## src/core/spu_consts.svh

```systemverilog
/*
 * Register offsets, field positions and reset values of the serial port unit.
 * Assumes byte addressing on the register bus, one 32-bit word per register.
 */
`ifndef SPU_CONSTS_SVH
`define SPU_CONSTS_SVH

// Byte addresses of the registers.
`define SPU_OFF_CTRL      4'h0
`define SPU_OFF_CFG       4'h4
`define SPU_OFF_DATA      4'h8
`define SPU_OFF_CKR       4'hC

// Control register bit positions.
`define SPU_CT_DONE       7
`define SPU_CT_WCOL       6
`define SPU_CT_MODE_FAULT_FLAG       5
`define SPU_CT_OVR        4
`define SPU_CT_MODE_HI    3
`define SPU_CT_MODE_LO    2
`define SPU_CT_TXE        1
`define SPU_CT_EN         0

// Configuration register bit positions.
`define SPU_CF_BUSY       7
`define SPU_CF_MST        6
`define SPU_CF_NSS_IN     2
`define SPU_CF_SRMT       1
`define SPU_CF_RXBMT      0

// Reset values.
`define SPU_MODE_RESET    2'b01
`define SPU_CKR_RESET     8'h00

// Index of the last clock half period and of the last bit in one byte.
`define SPU_HALF_LAST     5'h0F
`define SPU_BIT_LAST      4'h7

`endif

```

## src/core/spu_pkg.sv

```systemverilog
/*
 * Types shared by the serial port unit modules.
 * Assumes the constants header is compiled alongside.
 */
package spu_pkg;
    // Engine state of the master side.
    typedef enum logic [0:0] {
        SPU_IDLE  = 1'b0,
        SPU_MXFER = 1'b1
    } spu_state_t;

    // Select pin configurations.
    typedef enum logic [1:0] {
        SPU_NSS_3W     = 2'b00,
        SPU_NSS_IN     = 2'b01,
        SPU_NSS_OUT_LO = 2'b10,
        SPU_NSS_OUT_HI = 2'b11
    } spu_nss_t;
endpackage

```

## src/core/spu_tick_if.sv

```systemverilog
/*
 * Link between the unit and its bit-rate tick generator.
 * Assumes both ends run on the same system clock.
 */
interface spu_tick_if;
    logic       run;   // Master transfer in progress.
    logic [7:0] div;   // Half period minus one, in clocks.
    logic       tick;  // One-cycle pulse per half period.

    modport gen (input run, input div, output tick);
    modport user (output run, output div, input tick);
endinterface

```

## src/core/spu_sync.sv

```systemverilog
/*
 * Two-flop synchroniser for a group of pin inputs.
 * Assumes each bit is an independent level; no word coherence is given.
 */
module spu_sync #(
    parameter int W = 4
) (
    input  wire logic         clk,   // System clock.
    input  wire logic         rst_n, // Synchronous reset, active low.
    input  wire logic [W-1:0] d,     // Asynchronous inputs.
    output logic      [W-1:0] q      // Synchronised outputs.
);
    typedef struct packed {
        logic [W-1:0] s1;
        logic [W-1:0] s2;
    } spu_sync_st_t;

    spu_sync_st_t r_q;
    spu_sync_st_t r_d;

    if (W < 1) begin : g_chk
        $error("spu_sync needs W of at least one");
    end

    // The first stage feeds only the second stage.
    always_comb begin
        r_d    = r_q;
        r_d.s1 = d;
        r_d.s2 = r_q.s1;
    end

    always_ff @(posedge clk) begin
        if (!rst_n) begin
            r_q <= '0;
        end else begin
            r_q <= r_d;
        end
    end

    assign q = r_q.s2;
endmodule // spu_sync

```

## src/core/spu_tickgen.sv

```systemverilog
/*
 * Half-period tick generator for the master serial clock.
 * Assumes run stays high for the whole master transfer.
 */
module spu_tickgen (
    input  wire logic clk,   // System clock.
    input  wire logic rst_n, // Synchronous reset, active low.
    spu_tick_if.gen   tk     // Rate and tick link.
);
    typedef struct packed {
        logic [7:0] cnt;
        logic       tick;
    } spu_tg_st_t;

    spu_tg_st_t r_q;
    spu_tg_st_t r_d;

    // Counter restarts whenever run drops, so every transfer starts aligned.
    always_comb begin
        r_d      = r_q;
        r_d.tick = 1'b0;
        if (!tk.run) begin
            r_d.cnt = 8'h00;
        end else if (r_q.cnt == tk.div) begin
            r_d.cnt  = 8'h00;
            r_d.tick = 1'b1;
        end else begin
            r_d.cnt = r_q.cnt + 8'h01;
        end
    end

    always_ff @(posedge clk) begin
        if (!rst_n) begin
            r_q <= '0;
        end else begin
            r_q <= r_d;
        end
    end

    assign tk.tick = r_q.tick;
endmodule // spu_tickgen

```

## src/core/spu_top.sv

```systemverilog
/*
 * Serial port unit: full-duplex, MSB-first byte engine with master and
 * slave roles, three select configurations and an Avalon-MM register slave.
 * Assumes all pin inputs are asynchronous to clk; pins are split into
 * input, output and active-low output enable, resolved outside.
 */
`include "spu_consts.svh"

// Operation
// - As master, master-out line carries shift register MSB, MSB first.
// - Slave-out line floats when disabled or unselected four-line slave.
// - Three-line slave always drives slave-out with shift register MSB.
// - Master makes serial clock; unselected four-line slave ignores it.
// - Select mode 00 is three-line; slave counts as always selected.
// - Mode 01 makes select an input; master falling edge disables master.
// - Mode 1x drives select pin as output at low mode bit level.
// - Select maps to a pin in every mode except three-line.
// - Master-enable bit 6 of configuration register enters master mode.
// - Data write loads transmit buffer; empty shifter takes it and starts.
// - A started master transfer shifts out at once with serial clock.
// - Completion flag bit 7 set at each transfer end; request raised.
// - Master captures slave-out during every transfer; one flag for both.
// - Received bits enter MSB first; full byte copied to receive buffer.
// - Multi-master is the default mode 01; select disables this master.
// - Select falling clears master and unit enable, sets mode fault.
// - Mode 00 master is three-line single master, no select pin.
// - Mode 1x master is four-line single master, software sets select.
module spu_top
    import spu_pkg::*;
(
    input  wire logic        clk,                // System clock.
    input  wire logic        rst_n,              // Sync reset, active low.
    input  wire logic [3:0]  avs_address,        // Byte address.
    input  wire logic        avs_read,           // Read request.
    input  wire logic        avs_write,          // Write request.
    input  wire logic [3:0]  avs_byteenable,     // Byte lanes.
    input  wire logic [31:0] avs_writedata,      // Write data.
    output logic      [31:0] avs_readdata,       // Read data.
    output logic             avs_waitrequest,    // Stall, high when idle.
    input  wire logic        sck_i,              // Serial clock pin in.
    output logic             sck_o,              // Serial clock pin out.
    output logic             sck_oe_n,           // Clock drive, active low.
    input  wire logic        mosi_i,             // Master-out pin in.
    output logic             mosi_o,             // Master-out pin out.
    output logic             mosi_oe_n,          // Master-out drive enable.
    input  wire logic        miso_i,             // Slave-out pin in.
    output logic             miso_o,             // Slave-out pin out.
    output logic             miso_oe_n,          // Slave-out drive enable.
    input  wire logic        nss_i,              // Select pin in.
    output logic             nss_o,              // Select pin out.
    output logic             nss_oe_n,           // Select drive enable.
    output logic             nss_pin_map,        // Select routed to a pin.
    output logic             irq_req             // Any flag set, level.
);
    import spu_pkg::*;

    typedef struct packed {
        spu_state_t  st;
        logic        ack;
        logic        waitreq;
        logic [31:0] rdata;
        logic        en;
        logic        mst;
        logic        done;
        logic        wcol;
        logic        mode_fault_flag;
        logic        ovr;
        logic [1:0]  nss_mode;
        logic [7:0]  ckr;
        logic [7:0]  txbuf;
        logic [7:0]  shift;
        logic [7:0]  rxbuf;
        logic        tx_full;
        logic        sh_full;
        logic        rx_full;
        logic [4:0]  half_cnt;
        logic [3:0]  bit_cnt;
        logic        samp;
        logic        sck;
        logic        sck_prev;
        logic        nss_prev;
        logic        sck_o;
        logic        sck_oe_n;
        logic        mosi_o;
        logic        mosi_oe_n;
        logic        miso_o;
        logic        miso_oe_n;
        logic        nss_o;
        logic        nss_oe_n;
        logic        nss_map;
        logic        irq;
    } spu_top_st_t;

    spu_top_st_t r_q;
    spu_top_st_t r_d;
    logic [3:0]  pin_s;
    logic        sck_s;
    logic        mosi_s;
    logic        miso_s;
    logic        nss_s;
    logic        master_on;
    logic        slave_on;
    logic        selected;
    logic        sck_rise;
    logic        sck_fall;
    logic        nss_fall;
    logic [7:0]  wbyte;
    logic        wr_ok;

    spu_tick_if tk ();

    // Every pin input passes two flops before the engine looks at it.
    spu_sync #(.W(4)) u_sync (
        .clk   (clk),
        .rst_n (rst_n),
        .d     ({sck_i, mosi_i, miso_i, nss_i}),
        .q     (pin_s)
    );

    spu_tickgen u_tick (
        .clk   (clk),
        .rst_n (rst_n),
        .tk    (tk)
    );

    assign {sck_s, mosi_s, miso_s, nss_s} = pin_s;
    assign tk.run = (r_q.st == SPU_MXFER);
    assign tk.div = r_q.ckr;

    // Role decode and edge detection on the synchronised pins.
    assign master_on = r_q.en && r_q.mst;
    assign slave_on  = r_q.en && !r_q.mst;
    assign selected  = (r_q.nss_mode == SPU_NSS_3W) ||
                       ((r_q.nss_mode == SPU_NSS_IN) && !nss_s);
    assign sck_rise  = sck_s && !r_q.sck_prev;
    assign sck_fall  = !sck_s && r_q.sck_prev;
    assign nss_fall  = !nss_s && r_q.nss_prev;
    assign wbyte     = avs_writedata[7:0];
    assign wr_ok     = avs_write && avs_byteenable[0];

    // Bus first, then the serial engine, so hardware flag sets win.
    always_comb begin
        r_d          = r_q;
        r_d.sck_prev = sck_s;
        r_d.nss_prev = nss_s;

        // Answer one cycle after the request; act while waitrequest is low.
        if (r_q.ack) begin
            r_d.ack = 1'b0;
            if (wr_ok) begin
                case (avs_address)
                    `SPU_OFF_CTRL: begin
                        // Flags clear on a written zero only.
                        r_d.done     = r_q.done && wbyte[`SPU_CT_DONE];
                        r_d.wcol     = r_q.wcol && wbyte[`SPU_CT_WCOL];
                        r_d.mode_fault_flag     = r_q.mode_fault_flag && wbyte[`SPU_CT_MODE_FAULT_FLAG];
                        r_d.ovr      = r_q.ovr && wbyte[`SPU_CT_OVR];
                        r_d.nss_mode = wbyte[`SPU_CT_MODE_HI:`SPU_CT_MODE_LO];
                        r_d.en       = wbyte[`SPU_CT_EN];
                    end
                    `SPU_OFF_CFG: begin
                        r_d.mst = wbyte[`SPU_CF_MST];
                    end
                    `SPU_OFF_DATA: begin
                        if (r_q.tx_full) begin
                            r_d.wcol = 1'b1;
                        end else begin
                            r_d.txbuf   = wbyte;
                            r_d.tx_full = 1'b1;
                        end
                    end
                    `SPU_OFF_CKR: begin
                        r_d.ckr = wbyte;
                    end
                    default: begin
                    end
                endcase
            end
            if (avs_read && (avs_address == `SPU_OFF_DATA)) begin
                r_d.rx_full = 1'b0;
            end
        end else if (avs_read || avs_write) begin
            r_d.ack   = 1'b1;
            r_d.rdata = 32'h0000_0000;
            case (avs_address)
                `SPU_OFF_CTRL: begin
                    r_d.rdata[7:0] = {r_q.done, r_q.wcol, r_q.mode_fault_flag, r_q.ovr,
                                      r_q.nss_mode, !r_q.tx_full, r_q.en};
                end
                `SPU_OFF_CFG: begin
                    r_d.rdata[`SPU_CF_BUSY]   = (r_q.st == SPU_MXFER) ||
                                                (r_q.bit_cnt != 4'h0);
                    r_d.rdata[`SPU_CF_MST]    = r_q.mst;
                    r_d.rdata[`SPU_CF_NSS_IN] = nss_s;
                    r_d.rdata[`SPU_CF_SRMT]   = !r_q.sh_full;
                    r_d.rdata[`SPU_CF_RXBMT]  = !r_q.rx_full;
                end
                `SPU_OFF_DATA: begin
                    r_d.rdata[7:0] = r_q.rxbuf;
                end
                `SPU_OFF_CKR: begin
                    r_d.rdata[7:0] = r_q.ckr;
                end
                default: begin
                end
            endcase
        end

        // Master engine: even ticks raise the clock and sample, odd ticks
        // lower it and shift the sampled bit in.
        case (r_q.st)
            SPU_MXFER: begin
                if (tk.tick) begin
                    if (!r_q.half_cnt[0]) begin
                        r_d.sck  = 1'b1;
                        r_d.samp = miso_s;
                    end else begin
                        r_d.sck   = 1'b0;
                        r_d.shift = {r_q.shift[6:0], r_q.samp};
                    end
                    r_d.half_cnt = r_q.half_cnt + 5'h01;
                    if (r_q.half_cnt == `SPU_HALF_LAST) begin
                        r_d.st      = SPU_IDLE;
                        r_d.sh_full = 1'b0;
                        r_d.done    = 1'b1;
                        r_d.rxbuf   = {r_q.shift[6:0], r_q.samp};
                        r_d.rx_full = 1'b1;
                    end
                end
            end
            default: begin
                r_d.sck = 1'b0;
            end
        endcase

        // Slave engine: an unselected slave sees no clock edges.
        if (slave_on && (r_q.nss_mode == SPU_NSS_IN) && nss_fall) begin
            r_d.bit_cnt = 4'h0;
        end else if (slave_on && selected && sck_rise) begin
            r_d.samp    = mosi_s;
            r_d.bit_cnt = r_q.bit_cnt + 4'h1;
            if (r_q.bit_cnt == `SPU_BIT_LAST) begin
                r_d.bit_cnt = 4'h0;
                r_d.shift   = {r_q.shift[6:0], mosi_s};
                r_d.sh_full = 1'b0;
                r_d.done    = 1'b1;
                if (r_q.rx_full) begin
                    r_d.ovr = 1'b1;
                end else begin
                    r_d.rxbuf   = {r_q.shift[6:0], mosi_s};
                    r_d.rx_full = 1'b1;
                end
            end
        end else if (slave_on && selected && sck_fall &&
                     (r_q.bit_cnt != 4'h0)) begin
            r_d.shift = {r_q.shift[6:0], r_q.samp};
        end

        // Losing the bus in multi-master mode drops both enables.
        if (master_on && (r_q.nss_mode == SPU_NSS_IN) && nss_fall) begin
            r_d.en   = 1'b0;
            r_d.mst  = 1'b0;
            r_d.mode_fault_flag = 1'b1;
        end

        // A disabled unit stops mid-byte; the bit count restarts with it.
        if (!r_d.en || !r_d.mst) begin
            if (r_q.st == SPU_MXFER) begin
                r_d.sh_full = 1'b0;
            end
            r_d.st       = SPU_IDLE;
            r_d.sck      = 1'b0;
            r_d.half_cnt = 5'h00;
        end
        if (!r_d.en) begin
            r_d.bit_cnt = 4'h0;
        end

        // An empty shifter takes the buffered byte at once.
        if (r_d.tx_full && !r_d.sh_full) begin
            r_d.shift   = r_d.txbuf;
            r_d.tx_full = 1'b0;
            r_d.sh_full = 1'b1;
            if (r_d.en && r_d.mst) begin
                r_d.st       = SPU_MXFER;
                r_d.half_cnt = 5'h00;
                r_d.sck      = 1'b0;
            end
        end

        // Pin drive follows the settled role; enables are active low.
        r_d.mosi_o    = r_d.shift[7];
        r_d.mosi_oe_n = !(r_d.en && r_d.mst);
        r_d.miso_o    = r_d.shift[7];
        r_d.miso_oe_n = !(r_d.en && !r_d.mst &&
                          ((r_d.nss_mode == SPU_NSS_3W) ||
                           ((r_d.nss_mode == SPU_NSS_IN) && !nss_s)));
        r_d.sck_o     = r_d.sck;
        r_d.sck_oe_n  = !(r_d.en && r_d.mst);
        r_d.nss_o     = r_d.nss_mode[0];
        r_d.nss_oe_n  = !r_d.nss_mode[1];
        r_d.nss_map   = (r_d.nss_mode != SPU_NSS_3W);
        r_d.irq       = r_d.done || r_d.wcol || r_d.mode_fault_flag || r_d.ovr;
        r_d.waitreq   = !r_d.ack;
    end

    // Reset leaves the unit disabled, in multi-master select mode.
    always_ff @(posedge clk) begin
        if (!rst_n) begin
            r_q           <= '0;
            r_q.st        <= SPU_IDLE;
            r_q.waitreq   <= 1'b1;
            r_q.nss_mode  <= `SPU_MODE_RESET;
            r_q.ckr       <= `SPU_CKR_RESET;
            r_q.sck_oe_n  <= 1'b1;
            r_q.mosi_oe_n <= 1'b1;
            r_q.miso_oe_n <= 1'b1;
            r_q.nss_oe_n  <= 1'b1;
            r_q.nss_o     <= 1'b1;
            r_q.nss_map   <= 1'b1;
        end else begin
            r_q <= r_d;
        end
    end

    assign avs_readdata    = r_q.rdata;
    assign avs_waitrequest = r_q.waitreq;
    assign sck_o           = r_q.sck_o;
    assign sck_oe_n        = r_q.sck_oe_n;
    assign mosi_o          = r_q.mosi_o;
    assign mosi_oe_n       = r_q.mosi_oe_n;
    assign miso_o          = r_q.miso_o;
    assign miso_oe_n       = r_q.miso_oe_n;
    assign nss_o           = r_q.nss_o;
    assign nss_oe_n        = r_q.nss_oe_n;
    assign nss_pin_map     = r_q.nss_map;
    assign irq_req         = r_q.irq;
endmodule // spu_top

```

## config.mk

```make
export PLATFORM = sky130hd
export DESIGN_NAME = spu_top
export DESIGN_NICKNAME = d
export VERILOG_FILES = /design/src/core/spu_pkg.sv /design/src/core/spu_tick_if.sv /design/src/core/spu_sync.sv /design/src/core/spu_tickgen.sv /design/src/core/spu_top.sv
export VERILOG_INCLUDE_DIRS = /design/src /design/src/core
export SDC_FILE = /design/constraint.sdc
export NUM_CORES = 1
export LEC_CHECK = 0
export ABC_CLOCK_PERIOD_IN_PS = 6200
export BUFFER_PORTS_ARGS = -buffer_cell sky130_fd_sc_hd__buf_4
export CORE_MARGIN = 1
export CORE_UTILIZATION = 58
export CTS_CLUSTER_DIAMETER = 60
export DETAILED_ROUTE_END_ITERATION = 12
export GPL_TIMING_DRIVEN = 0
export PLACE_DENSITY = 0.95
export SLEW_MARGIN = 20
export SYNTH_ARGS = -nofsm -noshare
export SYNTH_HDL_FRONTEND = slang
export SYNTH_SLANG_ARGS = --single-unit
```

## constraint.sdc

```tcl
create_clock -name clk -period 6.2 [get_ports clk]
set_input_delay 1.24 -clock clk [delete_from_list [all_inputs] [get_ports clk]]
set_output_delay 1.24 -clock clk [all_outputs]
set_load 0.005 [all_outputs]
```

==> results of run 1 <==
==> layer usage <==
metal | vias to the layer above | GRT usage, % | wire (um)
met5 | - | 0 | 0
met4 | 0 | 17.1 | 440
met3 | 33 | 3.70 | 600
met2 | 147 | 46.2 | 4700
met1 | 1591 | 31.7 | 3840
li1 | 1586 | - | -
==> registers in the layout, summed over array words and instances (netlist names), 4 cells and up <==
name / cells
r_q: 48
avs_readdata: 8
tk.div: 8
u_tick.r_q: 8
u_sync.q: 4
u_sync.r_d: 4
==> final timing paths <==
check                           startpoint                      to  slack, ps  depth (start not counted)
setup / recovery            avs_address[1]      r_q[36]$_SDFF_PN0_       3380                          6
hold / removal    u_sync.r_d[1]$_SDFF_PN0_  u_sync.q[1]$_SDFF_PN0_        440                          1
setup reg to reg        r_q[18]$_SDFF_PN0_      r_q[36]$_SDFF_PN0_       3780                          8
hold reg to reg   u_sync.r_d[1]$_SDFF_PN0_  u_sync.q[1]$_SDFF_PN0_        440                          1
==> final cells by class <==
cell class,instances,area [sq um]
multi-input combinational,306,2120
fill,526,2020
sequential,89,1780
buffer,49,313
timing repair buffer,37,278
clock buffer,9,124
tap,96,120
clock inverter,7,60.1
inverter,14,52.6
==> synth_stat cells (2+ instances only) <==
cell and instances:
dfxtp_1 89, nor2_1 46, mux2i_1 41, nand2_1 39
buf_4 34, nand3_1 17, xor2_1 15, o21ai_0 14
and2_1 13, clkbuf_1 13, inv_1 13, a21oi_1 10
a22o_1 8, mux2_2 7, and3_1 5, ha_1 5
nand4_1 5, nor3_1 4, a41oi_1 3, nand2b_1 3
nor2b_1 3, nor3b_1 3, xnor2_1 3, a31oi_1 2
mux2_4 2, mux4_1 2, mux4_2 2, nor4_1 2
o211ai_1 2, o41ai_4 2
==> cells in the final DEF (no fill, tap or decap), types with 2 or more instances in the layout <==
| cell | count |
|---|---|
| nand2_1 | 39 |
| mux4_1 | 2 |
| nor3b_1 | 3 |
| nor2b_1 | 3 |
| nor2_1 | 46 |
| o21ai_0 | 14 |
| and3_1 | 5 |
| xor2_1 | 15 |
| a22o_1 | 8 |
| a41oi_1 | 3 |
| mux4_2 | 2 |
| clkinvlp_4 | 2 |
| nand4_1 | 5 |
| o41ai_4 | 2 |
| clkbuf_8 | 9 |
| and2_1 | 13 |
| a31oi_1 | 2 |
| nand3_1 | 17 |
| dfxtp_1 | 89 |
| ha_1 | 5 |
| inv_1 | 13 |
| nand2b_1 | 3 |
| buf_4 | 71 |
| mux2_2 | 7 |
| conb_1 | 24 |
| a21oi_1 | 10 |
| mux2_4 | 2 |
| nor3_1 | 4 |
| xnor2_1 | 3 |
| inv_6 | 2 |
| nor4_1 | 2 |
| mux2i_1 | 41 |
| inv_8 | 2 |
| o211ai_1 | 2 |
| clkbuf_1 | 13 |
==> cells by family after synthesis <==
kind of cell | after synthesis
and+or+nand+nor | 151
DFF | 89
buffers and inverters | 63
AOI/OAI and AO/OA | 54
muxes | 54
xor gates and xnor gates | 18
adders and majority gates | 5
other | 1
==> through the flow <==
| stage | instance area [sq um] | power [mW] |
|---|---|---|
| 2_1_floorplan | 4260 | 0.632 |
| 3_3_place_gp | 4660 | 0.653 |
| 3_5_place_dp | 4660 | 0.655 |
| 4_1_cts | 4840 | 1.02 |
| 5_1_grt | 4840 | 1.06 |
| 6_report | 4840 | 1.02 |
==> where the power goes <==
group          leakage [nW]  internal [mW]  total [mW]  switching (mW)
registers             0.719          0.576       0.578         0.00245
clock network        0.0901          0.153       0.381           0.227
logic                  1.26         0.0291      0.0651          0.0359
total                  2.07          0.758        1.02           0.266
==> flow_metrics.py, run 1 <==
metrics = {
    "sta": {
        "finalSetupViolCount": 0,
        "finalCritPeriodShare_pct": 45.5,
        "hold_violations": 0,
        "rsz0062_at_grt": "no",
        "period_needed_ps": 2820,
        "drv_slew": 0,
        "hold_ws_ps": 440,
        "final.setup.worst_slack_ps": 3380,
        "worst_pin_slew_ps": 853,
        "relSlewSlack_pct": 42.7,
        "max_freq_mhz": 354,
        "timing.setup.tns_ps": 0,
        "fin_worst_skew_ps": 9.71,
    },
    "job": {
        "drv_cap": 0,
    },
    "critical_path": {
        "path_cells": "buf_4, nor3b_4, nand4_1, a221o_2, o21ai_4, mux2_2",
        "worst_setup_path_end_kind": "flop",
        "start_kind": "primary input",
        "path_class": "in -> reg",
        "slowest_stage": "a221o_2",
        "critical_path.max_fanout": 9,
        "crit_required_ps": 6450,
        "path_delay_family": "compound AO/OA/AOI/OAI gates",
        "max_stage_delay_ps": 400,
        "crit_buf_inv": 1,
        "cp.arrival_ps": 3080,
    },
    "floorplan": {
        "die_w_um": 86.9,
        "start_util_pct": 60.8,
        "die_y_um": 86.9,
        "rows": 30,
        "num_io_pins": 91,
        "coreArea_sq_mm": 0.00687,
        "die_area_sq_mm": 0.00754,
    },
    "synthesis": {
        "synth_area_per_cell_sq_um": 9.60,
        "ys_types": 58,
        "ys_warn_count": 0,
        "synth-adder-area-share_pct": 1.50,
        "synth_area_sq_mm": 0.00418,
        "synth_edf_count": 0,
        "syn_inst": 435,
        "ys_async_sr_fraction_pct": 0,
        "synthMuxAreaShare_pct": 14.8,
        "synthXorXnorAreaFrac_pct": 3.77,
        "ys_seq_area_share_pct": 42.7,
        "synth_top_family_by_area": "simple AND/OR/NAND/NOR gates",
        "synth_top_cell_by_area": "dfxtp_1",
        "synth_compound_area_share_pct": 10.2,
        "ys_top_cells_by_area": "dfxtp_1 (43%), mux2i_1 (9.8%), buf_4 (6.1%)",
        "netlist.area_leader.share_pct": 42.7,
        "synth_seq_cells": 89,
        "synth-simple-area-share_pct": 18.3,
        "synth-main-ff-cell": "dfxtp_1",
    },
    "cells_and_area": {
        "layout.nets": 559,
        "final_util_pct": 70.5,
        "area_growth_syn_to_layout_pct": 16.0,
        "antenna_cells": 0,
        "fin_cells": 607,
        "drive_gt1_share_pct": 22.5,
    },
    "placement": {
        "dp_hpwl_mm": 7.23,
        "dp_slack_ps": 3020,
        "dp_cells": 591,
        "io_buffers": 37,
        "globalplace.congestion": 0.901,
    },
    "cts": {
        "cts_resized": 0,
        "clock_sinks": 89,
        "insertion_delay_ps": 370,
        "cts-root-buf": "clkbuf_8",
        "cts_setup_buffers": 0,
        "clockBufferDepth": 2,
        "clk_pin_slew_ps": 90,
        "cts_hold_buf": 0,
        "cts-htree-levels": 3,
        "cts_made_buffers": 9,
        "cts_tree": "yes",
    },
    "route": {
        "drtIter0Drc": 188,
        "wl_mm": 9.58,
        "post_drt_wl_per_cell_um": 15.8,
        "drc": 0,
        "drtAntennaViolNets": 0,
        "routed_via_density": 5.53,
        "vias": 3357,
        "dr.pass1.iters": 5,
    },
    "outcome": {
        "status": "completed",
    },
    "grt": {
        "grt_pass1_vias": 3215,
        "grt_pass1_wl_mm": 15.3,
        "overflow": 0,
        "antenna_found_initial": 0,
        "grt_usage_pct": 26.9,
        "grt_max_degree": 18,
    },
    "min_path": {
        "hp-class": "reg -> reg",
    },
    "power_and_ir_drop": {
        "p_per_area_mw_per_mm2": 211,
        "power_leakage_nw": 2.07,
        "ir_worst_vdd_v": 0.000175,
    },
}
No activity file was read; power rests on OpenSTA's default activity.
==> run 2, diff against run 1 <==
--- a/config.mk
+++ b/config.mk
@@ -6,14 +6,15 @@
 export SDC_FILE = /design/constraint.sdc
 export NUM_CORES = 1
 export LEC_CHECK = 0
-export ABC_CLOCK_PERIOD_IN_PS = 6200
+export ABC_AREA = 1
+export ABC_CLOCK_PERIOD_IN_PS = 2940
 export BUFFER_PORTS_ARGS = -buffer_cell sky130_fd_sc_hd__buf_4
 export CORE_MARGIN = 1
-export CORE_UTILIZATION = 58
+export CORE_UTILIZATION = 55
 export CTS_CLUSTER_DIAMETER = 60
 export DETAILED_ROUTE_END_ITERATION = 12
 export GPL_TIMING_DRIVEN = 0
-export PLACE_DENSITY = 0.95
+export PLACE_DENSITY = 0.92
 export SLEW_MARGIN = 20
 export SYNTH_ARGS = -nofsm -noshare
 export SYNTH_HDL_FRONTEND = slang
==> constraint.sdc (replaced) <==
create_clock -name clk -period 2.94 [get_ports clk]
set_input_delay 0.588 -clock clk [delete_from_list [all_inputs] [get_ports clk]]
set_output_delay 0.588 -clock clk [all_outputs]
set_load 0.005 [all_outputs]
==> run 2 against run 1 <==
- clock power rose to 2.5 times the previous value
- sequential power is 110% higher
- non-clock buffer count is 2 lower
- critical endpoint is now r_q[40]$_SDFF_PN0_
- largest cell class unchanged
- largest power group unchanged
==> flow_metrics.py, run 2 <==
metrics = {
    "sta": {
        "drv_slew": 0,
        "timing.setup.tns_ps": 0,
        "fin_worst_skew_ps": 9.31,
        "relSlewSlack_pct": 57.6,
        "rsz0062_at_grt": "no",
        "hold_violations": 0,
        "finalSetupViolCount": 0,
        "finalCritPeriodShare_pct": 66.3,
        "worst_pin_slew_ps": 636,
        "max_freq_mhz": 513,
        "period_needed_ps": 1950,
    },
    "outcome": {
        "status": "completed",
    },
    "synthesis": {
        "synth_edf_count": 0,
        "ys_warn_count": 0,
        "ys_top_cells_by_area": "dfxtp_1 (40%), nand2_1 (8.8%), inv_1 (7.6%)",
        "synth_area_sq_mm": 0.00441,
        "ys_types": 44,
        "ys_async_sr_fraction_pct": 0,
        "ys_seq_area_share_pct": 40.4,
        "netlist.area_leader.share_pct": 40.4,
        "syn_inst": 585,
        "synth_area_per_cell_sq_um": 7.54,
        "yosysMostFrequentCell": "nand2_1",
        "ys_top_cells_by_count": "nand2_1 (103), dfxtp_1 (89), inv_1 (89), nor2_1 (55)",
        "synth-main-ff-cell": "dfxtp_1",
        "synth_top_cell_by_area": "dfxtp_1",
        "synth_seq_cells": 89,
    },
    "floorplan": {
        "start_util_pct": 57.1,
        "rows": 32,
        "die_w_um": 91.6,
        "die_y_um": 91.6,
        "coreArea_sq_mm": 0.00773,
        "die_area_sq_mm": 0.00838,
        "num_io_pins": 91,
    },
    "power_and_ir_drop": {
        "power.share.switching_pct": 23.1,
        "p_per_area_mw_per_mm2": 450,
        "power_leakage_nw": 2.48,
        "power_frac_seq_pct": 52.8,
        "clkPwrFrac_pct": 41.3,
        "ir_worst_vdd_v": 0.000310,
        "intPower_mw": 1.78,
        "switching_power_uw": 535,
        "p_comb_share_pct": 6.0,
    },
    "cts": {
        "cts_tree": "yes",
        "clockBufferDepth": 2,
        "insertion_delay_ps": 370,
        "clk_pin_slew_ps": 80,
        "clock_sinks": 89,
        "cts-root-buf": "clkbuf_8",
        "cts_hold_buf": 0,
        "cts-htree-levels": 3,
        "cts_resized": 0,
        "cts_made_buffers": 9,
        "cts_setup_buffers": 0,
    },
    "cells_and_area": {
        "final_common_cell": "nand2_1",
        "largest_register_ffs": 48,
        "final_cell_mix": "nand2_1 (103), inv_1 (89), dfxtp_1 (89)",
        "drive_gt1_share_pct": 21.8,
        "antenna_cells": 0,
        "layout.nets": 710,
        "fin_cells": 764,
        "area_growth_syn_to_layout_pct": 16.5,
        "regMostFlops": "r_q",
    },
    "critical_path": {
        "slowest_stage": "dfxtp_1",
        "max_stage_delay_ps": 380,
        "start_kind": "flop",
        "cp.arrival_ps": 2220,
        "path_class": "reg -> reg",
        "reg2reg_from": "r_q[18]$_SDFF_PN0_",
        "path_cells": "ha_1, and3_1, ha_1, inv_1, nor2_2, inv_1, nand2_2, nor2_4, nand2_8, buf_8, nand3_2, nand2_1, nor2_2",
        "r2r_cells": 13,
        "r2r_end": "r_q[40]$_SDFF_PN0_",
        "rrSetupSlack_ps": 990,
        "crit_required_ps": 3210,
        "critical_path.max_fanout": 10,
        "worst_setup_path_end_kind": "flop",
    },
    "grt": {
        "grt_max_degree": 16,
        "grt_pass1_wl_mm": 16.5,
        "antenna_found_initial": 0,
        "grt_pass1_vias": 3660,
        "overflow": 0,
        "grt_usage_pct": 25.3,
    },
    "job": {
        "drv_cap": 0,
    },
    "route": {
        "dr.pass1.iters": 7,
        "drc": 0,
        "drtIter0Drc": 339,
        "wl_mm": 10.1,
        "drtAntennaViolNets": 0,
        "routed_via_density": 5.12,
        "vias": 3915,
        "post_drt_wl_per_cell_um": 13.2,
    },
    "min_path": {
        "hp-class": "in -> reg",
        "hp-start": "nss_i",
        "hold-path-endpoint": "u_sync.r_d[0]$_SDFF_PN0_",
        "hold_depth": 3,
    },
    "placement": {
        "dp_cells": 748,
        "globalplace.congestion": 0.916,
        "dp_hpwl_mm": 7.62,
        "io_buffers": 38,
    },
}
## run 2: cell types whose count changed after synthesis, sizes merged, moves of 24 or more
cell	change
mux2i	-40
inv	+81
o21ai	+33
nand2	+75
nand3	+24
nor2	+24
## run 2: cells by family (layout without fill, tap and decap cells)
family	after synthesis	in the layout	synth area share [%]
AO/OA/AOI/OAI	93	93	11.9
flip-flops	89	89	40.4
AND/OR/NAND/NOR	241	241	27.6
buffers and inverters	141	195	15.6
other	1	24	0.0850
XOR/XNOR	14	14	2.78
multiplexers	1	1	0.227
adder cells (fa/ha/maj)	5	5	1.42
## run 2: metal layers
layer / GRT usage [%] / routed length, um / part of all wire [%] / vias up
met5: 0 / 0 / 0 / -
met4: 14.8 / 541 / 5.4 / 0
met3: 5.78 / 766 / 7.6 / 45
met2: 42.9 / 4800 / 48 / 187
met1: 29.0 / 3980 / 39 / 1760
li1: - / - / - / 1923
## run 2: cell type report
| cell class | count | area, sq um |
|---|---|---|
| clock buffers | 10 | 138 |
| inverters | 95 | 357 |
| clock inverters | 6 | 90.1 |
| fillers | 660 | 2590 |
| repair buffers | 38 | 285 |
| flip-flops and latches | 89 | 1780 |
| well taps | 102 | 128 |
| plain buffers | 46 | 332 |
| multi-input cells | 378 | 2030 |
## run 2: how the worst max path moves through the flow
stage	end	depth (start not counted)	start
2_1_floorplan	r_q[40]$_SDFF_PN0_	12	r_q[18]$_SDFF_PN0_
4_1_cts	r_q[40]$_SDFF_PN0_	13	r_q[18]$_SDFF_PN0_
6_report	r_q[40]$_SDFF_PN0_	13	r_q[18]$_SDFF_PN0_
3_5_place_dp	r_q[40]$_SDFF_PN0_	10	avs_address[1]
5_1_grt	r_q[40]$_SDFF_PN0_	13	r_q[18]$_SDFF_PN0_
3_3_place_gp	r_q[40]$_SDFF_PN0_	10	avs_address[1]
## run 2: worst max-delay path: cells and delay by family, from the launching register on
family | cells | cell delay, ps
flip-flops | 1 | 380
buffers and inverters | 3 | 320
AND/OR/NAND/NOR | 8 | 830
adder cells (fa/ha/maj) | 2 | 310
## run 2: power by group through the flow
stage | combinational, mW | sequential [mW] | clock [mW]
global placement | 0.131 | 1.25 | 0
floorplan | 0.0866 | 1.25 | 0
detailed placement | 0.134 | 1.25 | 0
global route | 0.149 | 1.22 | 1.01
CTS | 0.135 | 1.22 | 0.958
finish | 0.138 | 1.22 | 0.954
## run 2: stage by stage
| step | worst slack, ps | utilization (%) | area, sq um | power, mW | hold WS, ps |
|---|---|---|---|---|---|
| finish | 991 | 66.5 | 5140 | 2.31 | 400 |
| global route | 812 | 66.5 | 5140 | 2.38 | 404 |
| CTS | 971 | 66.5 | 5140 | 2.31 | 397 |
| detailed placement | 827 | 63.6 | 4910 | 1.38 | 397 |
| global placement | 858 | 63.6 | 4910 | 1.38 | 396 |
| floorplan | 1180 | - | 4500 | 1.33 | 390 |
==> run 3, diff against run 2 <==
--- a/config.mk
+++ b/config.mk
@@ -7,14 +7,14 @@
 export NUM_CORES = 1
 export LEC_CHECK = 0
 export ABC_AREA = 1
-export ABC_CLOCK_PERIOD_IN_PS = 2940
+export ABC_CLOCK_PERIOD_IN_PS = 1550
 export BUFFER_PORTS_ARGS = -buffer_cell sky130_fd_sc_hd__buf_4
 export CORE_MARGIN = 1
-export CORE_UTILIZATION = 55
+export CORE_UTILIZATION = 50
 export CTS_CLUSTER_DIAMETER = 60
 export DETAILED_ROUTE_END_ITERATION = 12
 export GPL_TIMING_DRIVEN = 0
-export PLACE_DENSITY = 0.92
+export PLACE_DENSITY = 0.89
 export SLEW_MARGIN = 20
 export SYNTH_ARGS = -nofsm -noshare
 export SYNTH_HDL_FRONTEND = slang
==> constraint.sdc (replaced) <==
create_clock -name clk -period 1.55 [get_ports clk]
set_input_delay 0.31 -clock clk [delete_from_list [all_inputs] [get_ports clk]]
set_output_delay 0.31 -clock clk [all_outputs]
set_load 0.005 [all_outputs]
==> run 3 against run 2 <==
- routed wire length increased by 11%
- first-iteration DRC count increased by 16%
- via count increased by 4.4%
- fmax increased by 8.4%
- largest cell class unchanged
- clock-buffer cell count decreased by 1
- register-to-register slack got worse by 1200 ps
- the run now ends with negative setup slack left
==> flow_metrics.py, run 3 (synthesis results as in run 2) <==
metrics = {
    "outcome": {
        "status": "complete, but fails checks",
        "violations": "negative setup slack",
    },
    "power_and_ir_drop": {
        "switching_power_mw": 1.07,
        "power_frac_seq_pct": 54.5,
        "p_per_area_mw_per_mm2": 780,
        "intPower_mw": 3.19,
        "ir_worst_vdd_v": 0.000464,
        "power_leakage_nw": 2.58,
        "clkPwrFrac_pct": 39.0,
        "p_comb_share_pct": 6.5,
        "power.share.switching_pct": 25.1,
    },
    "sta": {
        "rsz0062_at_grt": "yes",
        "finalSetupViolCount": 27,
        "hold_violations": 0,
        "finalCritPeriodShare_pct": 116,
        "final.setup.worst_slack_ps": -247,
        "hold_ws_ps": 118,
        "fin_worst_skew_ps": 11.2,
        "worst_pin_slew_ps": 645,
        "period_needed_ps": 1800,
        "relSlewSlack_pct": 57.0,
        "drv_slew": 0,
        "max_freq_mhz": 556,
    },
    "grt": {
        "grt_usage_pct": 24.8,
        "grt_max_degree": 17,
        "grt_pass1_wl_mm": 17.2,
        "grt_pass1_vias": 3833,
        "antenna_found_initial": 0,
        "overflow": 0,
    },
    "floorplan": {
        "rows": 33,
        "start_util_pct": 52.6,
        "die_area_sq_mm": 0.00920,
        "die_w_um": 95.9,
        "num_io_pins": 91,
        "die_y_um": 95.9,
        "coreArea_sq_mm": 0.00838,
    },
    "critical_path": {
        "start_kind": "flop",
        "max_stage_delay_ps": 340,
        "critical_path.max_fanout": 7,
        "path_class": "reg -> reg",
        "slowest_stage": "dfxtp_2",
        "crit_buf_inv": 3,
        "cp.arrival_ps": 2100,
        "worst_setup_path_end_kind": "flop",
        "path_delay_family": "simple AND/OR/NAND/NOR gates",
        "crit_required_ps": 1850,
        "path_cells": "ha_4, and3_4, ha_4, inv_4, nor2_4, inv_2, nand2_4, nor2_4, nand2_8, buf_6, nand3_2, nand2_2, nor2_2",
    },
    "cells_and_area": {
        "drive_gt1_share_pct": 28.6,
        "area_growth_syn_to_layout_pct": 23.6,
        "final_common_cell": "nand2_1",
        "largest_register_ffs": 48,
        "final_cell_mix": "nand2_1 (97), inv_1 (85), buf_4 (80)",
        "regMostFlops": "r_q",
        "layout.nets": 723,
        "antenna_cells": 0,
        "fin_cells": 779,
    },
    "placement": {
        "globalplace.congestion": 0.913,
        "dp_cells": 751,
        "dp_hpwl_mm": 7.61,
        "io_buffers": 38,
        "dp_slack_ps": -287,
    },
    "cts": {
        "cts-htree-levels": 3,
        "cts_hold_buf": 0,
        "insertion_delay_ps": 370,
        "cts-root-buf": "clkbuf_8",
        "clk_pin_slew_ps": 90,
        "cts_made_buffers": 9,
        "cts_tree": "yes",
        "clockBufferDepth": 2,
        "clock_sinks": 89,
    },
    "route": {
        "drc": 0,
        "drtIter0Drc": 392,
        "drtAntennaViolNets": 0,
        "dr.pass1.iters": 5,
        "post_drt_wl_per_cell_um": 14.4,
        "vias": 4087,
        "wl_mm": 11.2,
        "routed_via_density": 5.25,
    },
    "min_path": {
        "hp-class": "in -> reg",
    },
    "job": {
        "drv_cap": 0,
    },
}
-- run 3: changes by cell type in the layout (fill, tap and decap cells not counted), sizes merged --
cell and delta:
inv +2, clkinvlp -1, bufinv -1, nand2 +1, buf +12, clkbuf -1
-- run 3: power by group through the flow --
stage	clock, mW	combinational [mW]	sequential [mW]
floorplan	0	0.164	2.37
global placement	0	0.249	2.37
detailed placement	0	0.254	2.37
CTS	1.66	0.261	2.32
global route	1.76	0.304	2.32
finish	1.66	0.278	2.32
-- run 3: metal layers --
metal	vias to the layer above	share of wire, %	GRT usage, %
met1	1873	39	27.8
met3	48	7.5	6.16
met2	211	50	43.2
met5	-	0	0
met4	0	4.0	13.2
li1	1955	-	-
-- run 3: area by class of cell --
type	instances	area, sq um
plain buffers	46	337
clock buffers	9	124
multi-input cells	379	2220
well taps	105	131
fillers	668	2930
inverters	95	359
clock inverters	6	76.3
flip-flops and latches	89	1790
repair buffers	50	410
-- run 3: path summary, 6_finish.rpt --
path	from	endpoint	slack, ps	cells past startpoint
worst max register to register	r_q[19]$_SDFF_PN0_	r_q[38]$_SDFF_PN0_	-250	13
worst min register to register	u_sync.r_d[0]$_SDFF_PN0_	u_sync.q[0]$_SDFF_PN0_	420	2
worst max-delay path	r_q[19]$_SDFF_PN0_	r_q[38]$_SDFF_PN0_	-250	13
worst min-delay path	mosi_i	u_sync.r_d[2]$_SDFF_PN0_	120	3
-- run 3: worst min-delay path, delay by kind of cell --
kind                   cells  cell delay (ps)
buffers and inverters      2              110
and+or+nand+nor            1               40
-- run 3: stage by stage --
| stage | instance area (sq um) | utilization [%] | TNS [ps] | power (mW) |
|---|---|---|---|---|
| 5_1_grt | 5450 | 65.1 | -7260 | 4.39 |
| 6_report | 5450 | 65.1 | -4190 | 4.26 |
| 4_1_cts | 5330 | 63.5 | -2730 | 4.23 |
| 3_3_place_gp | 4940 | 59.0 | -3670 | 2.62 |
| 3_5_place_dp | 4940 | 59.0 | -5010 | 2.62 |
| 2_1_floorplan | 4530 | - | -1240 | 2.53 |
-- run 3: timing repair --
action / CTS / global route
cloned: 2 / 0
gates resized for setup: 24 / 34
hold endpoints to repair: 0 / 0
pin swaps: 17 / 19
setup buffers: 9 / 2
endpoints found under the setup margin: 26 / 44
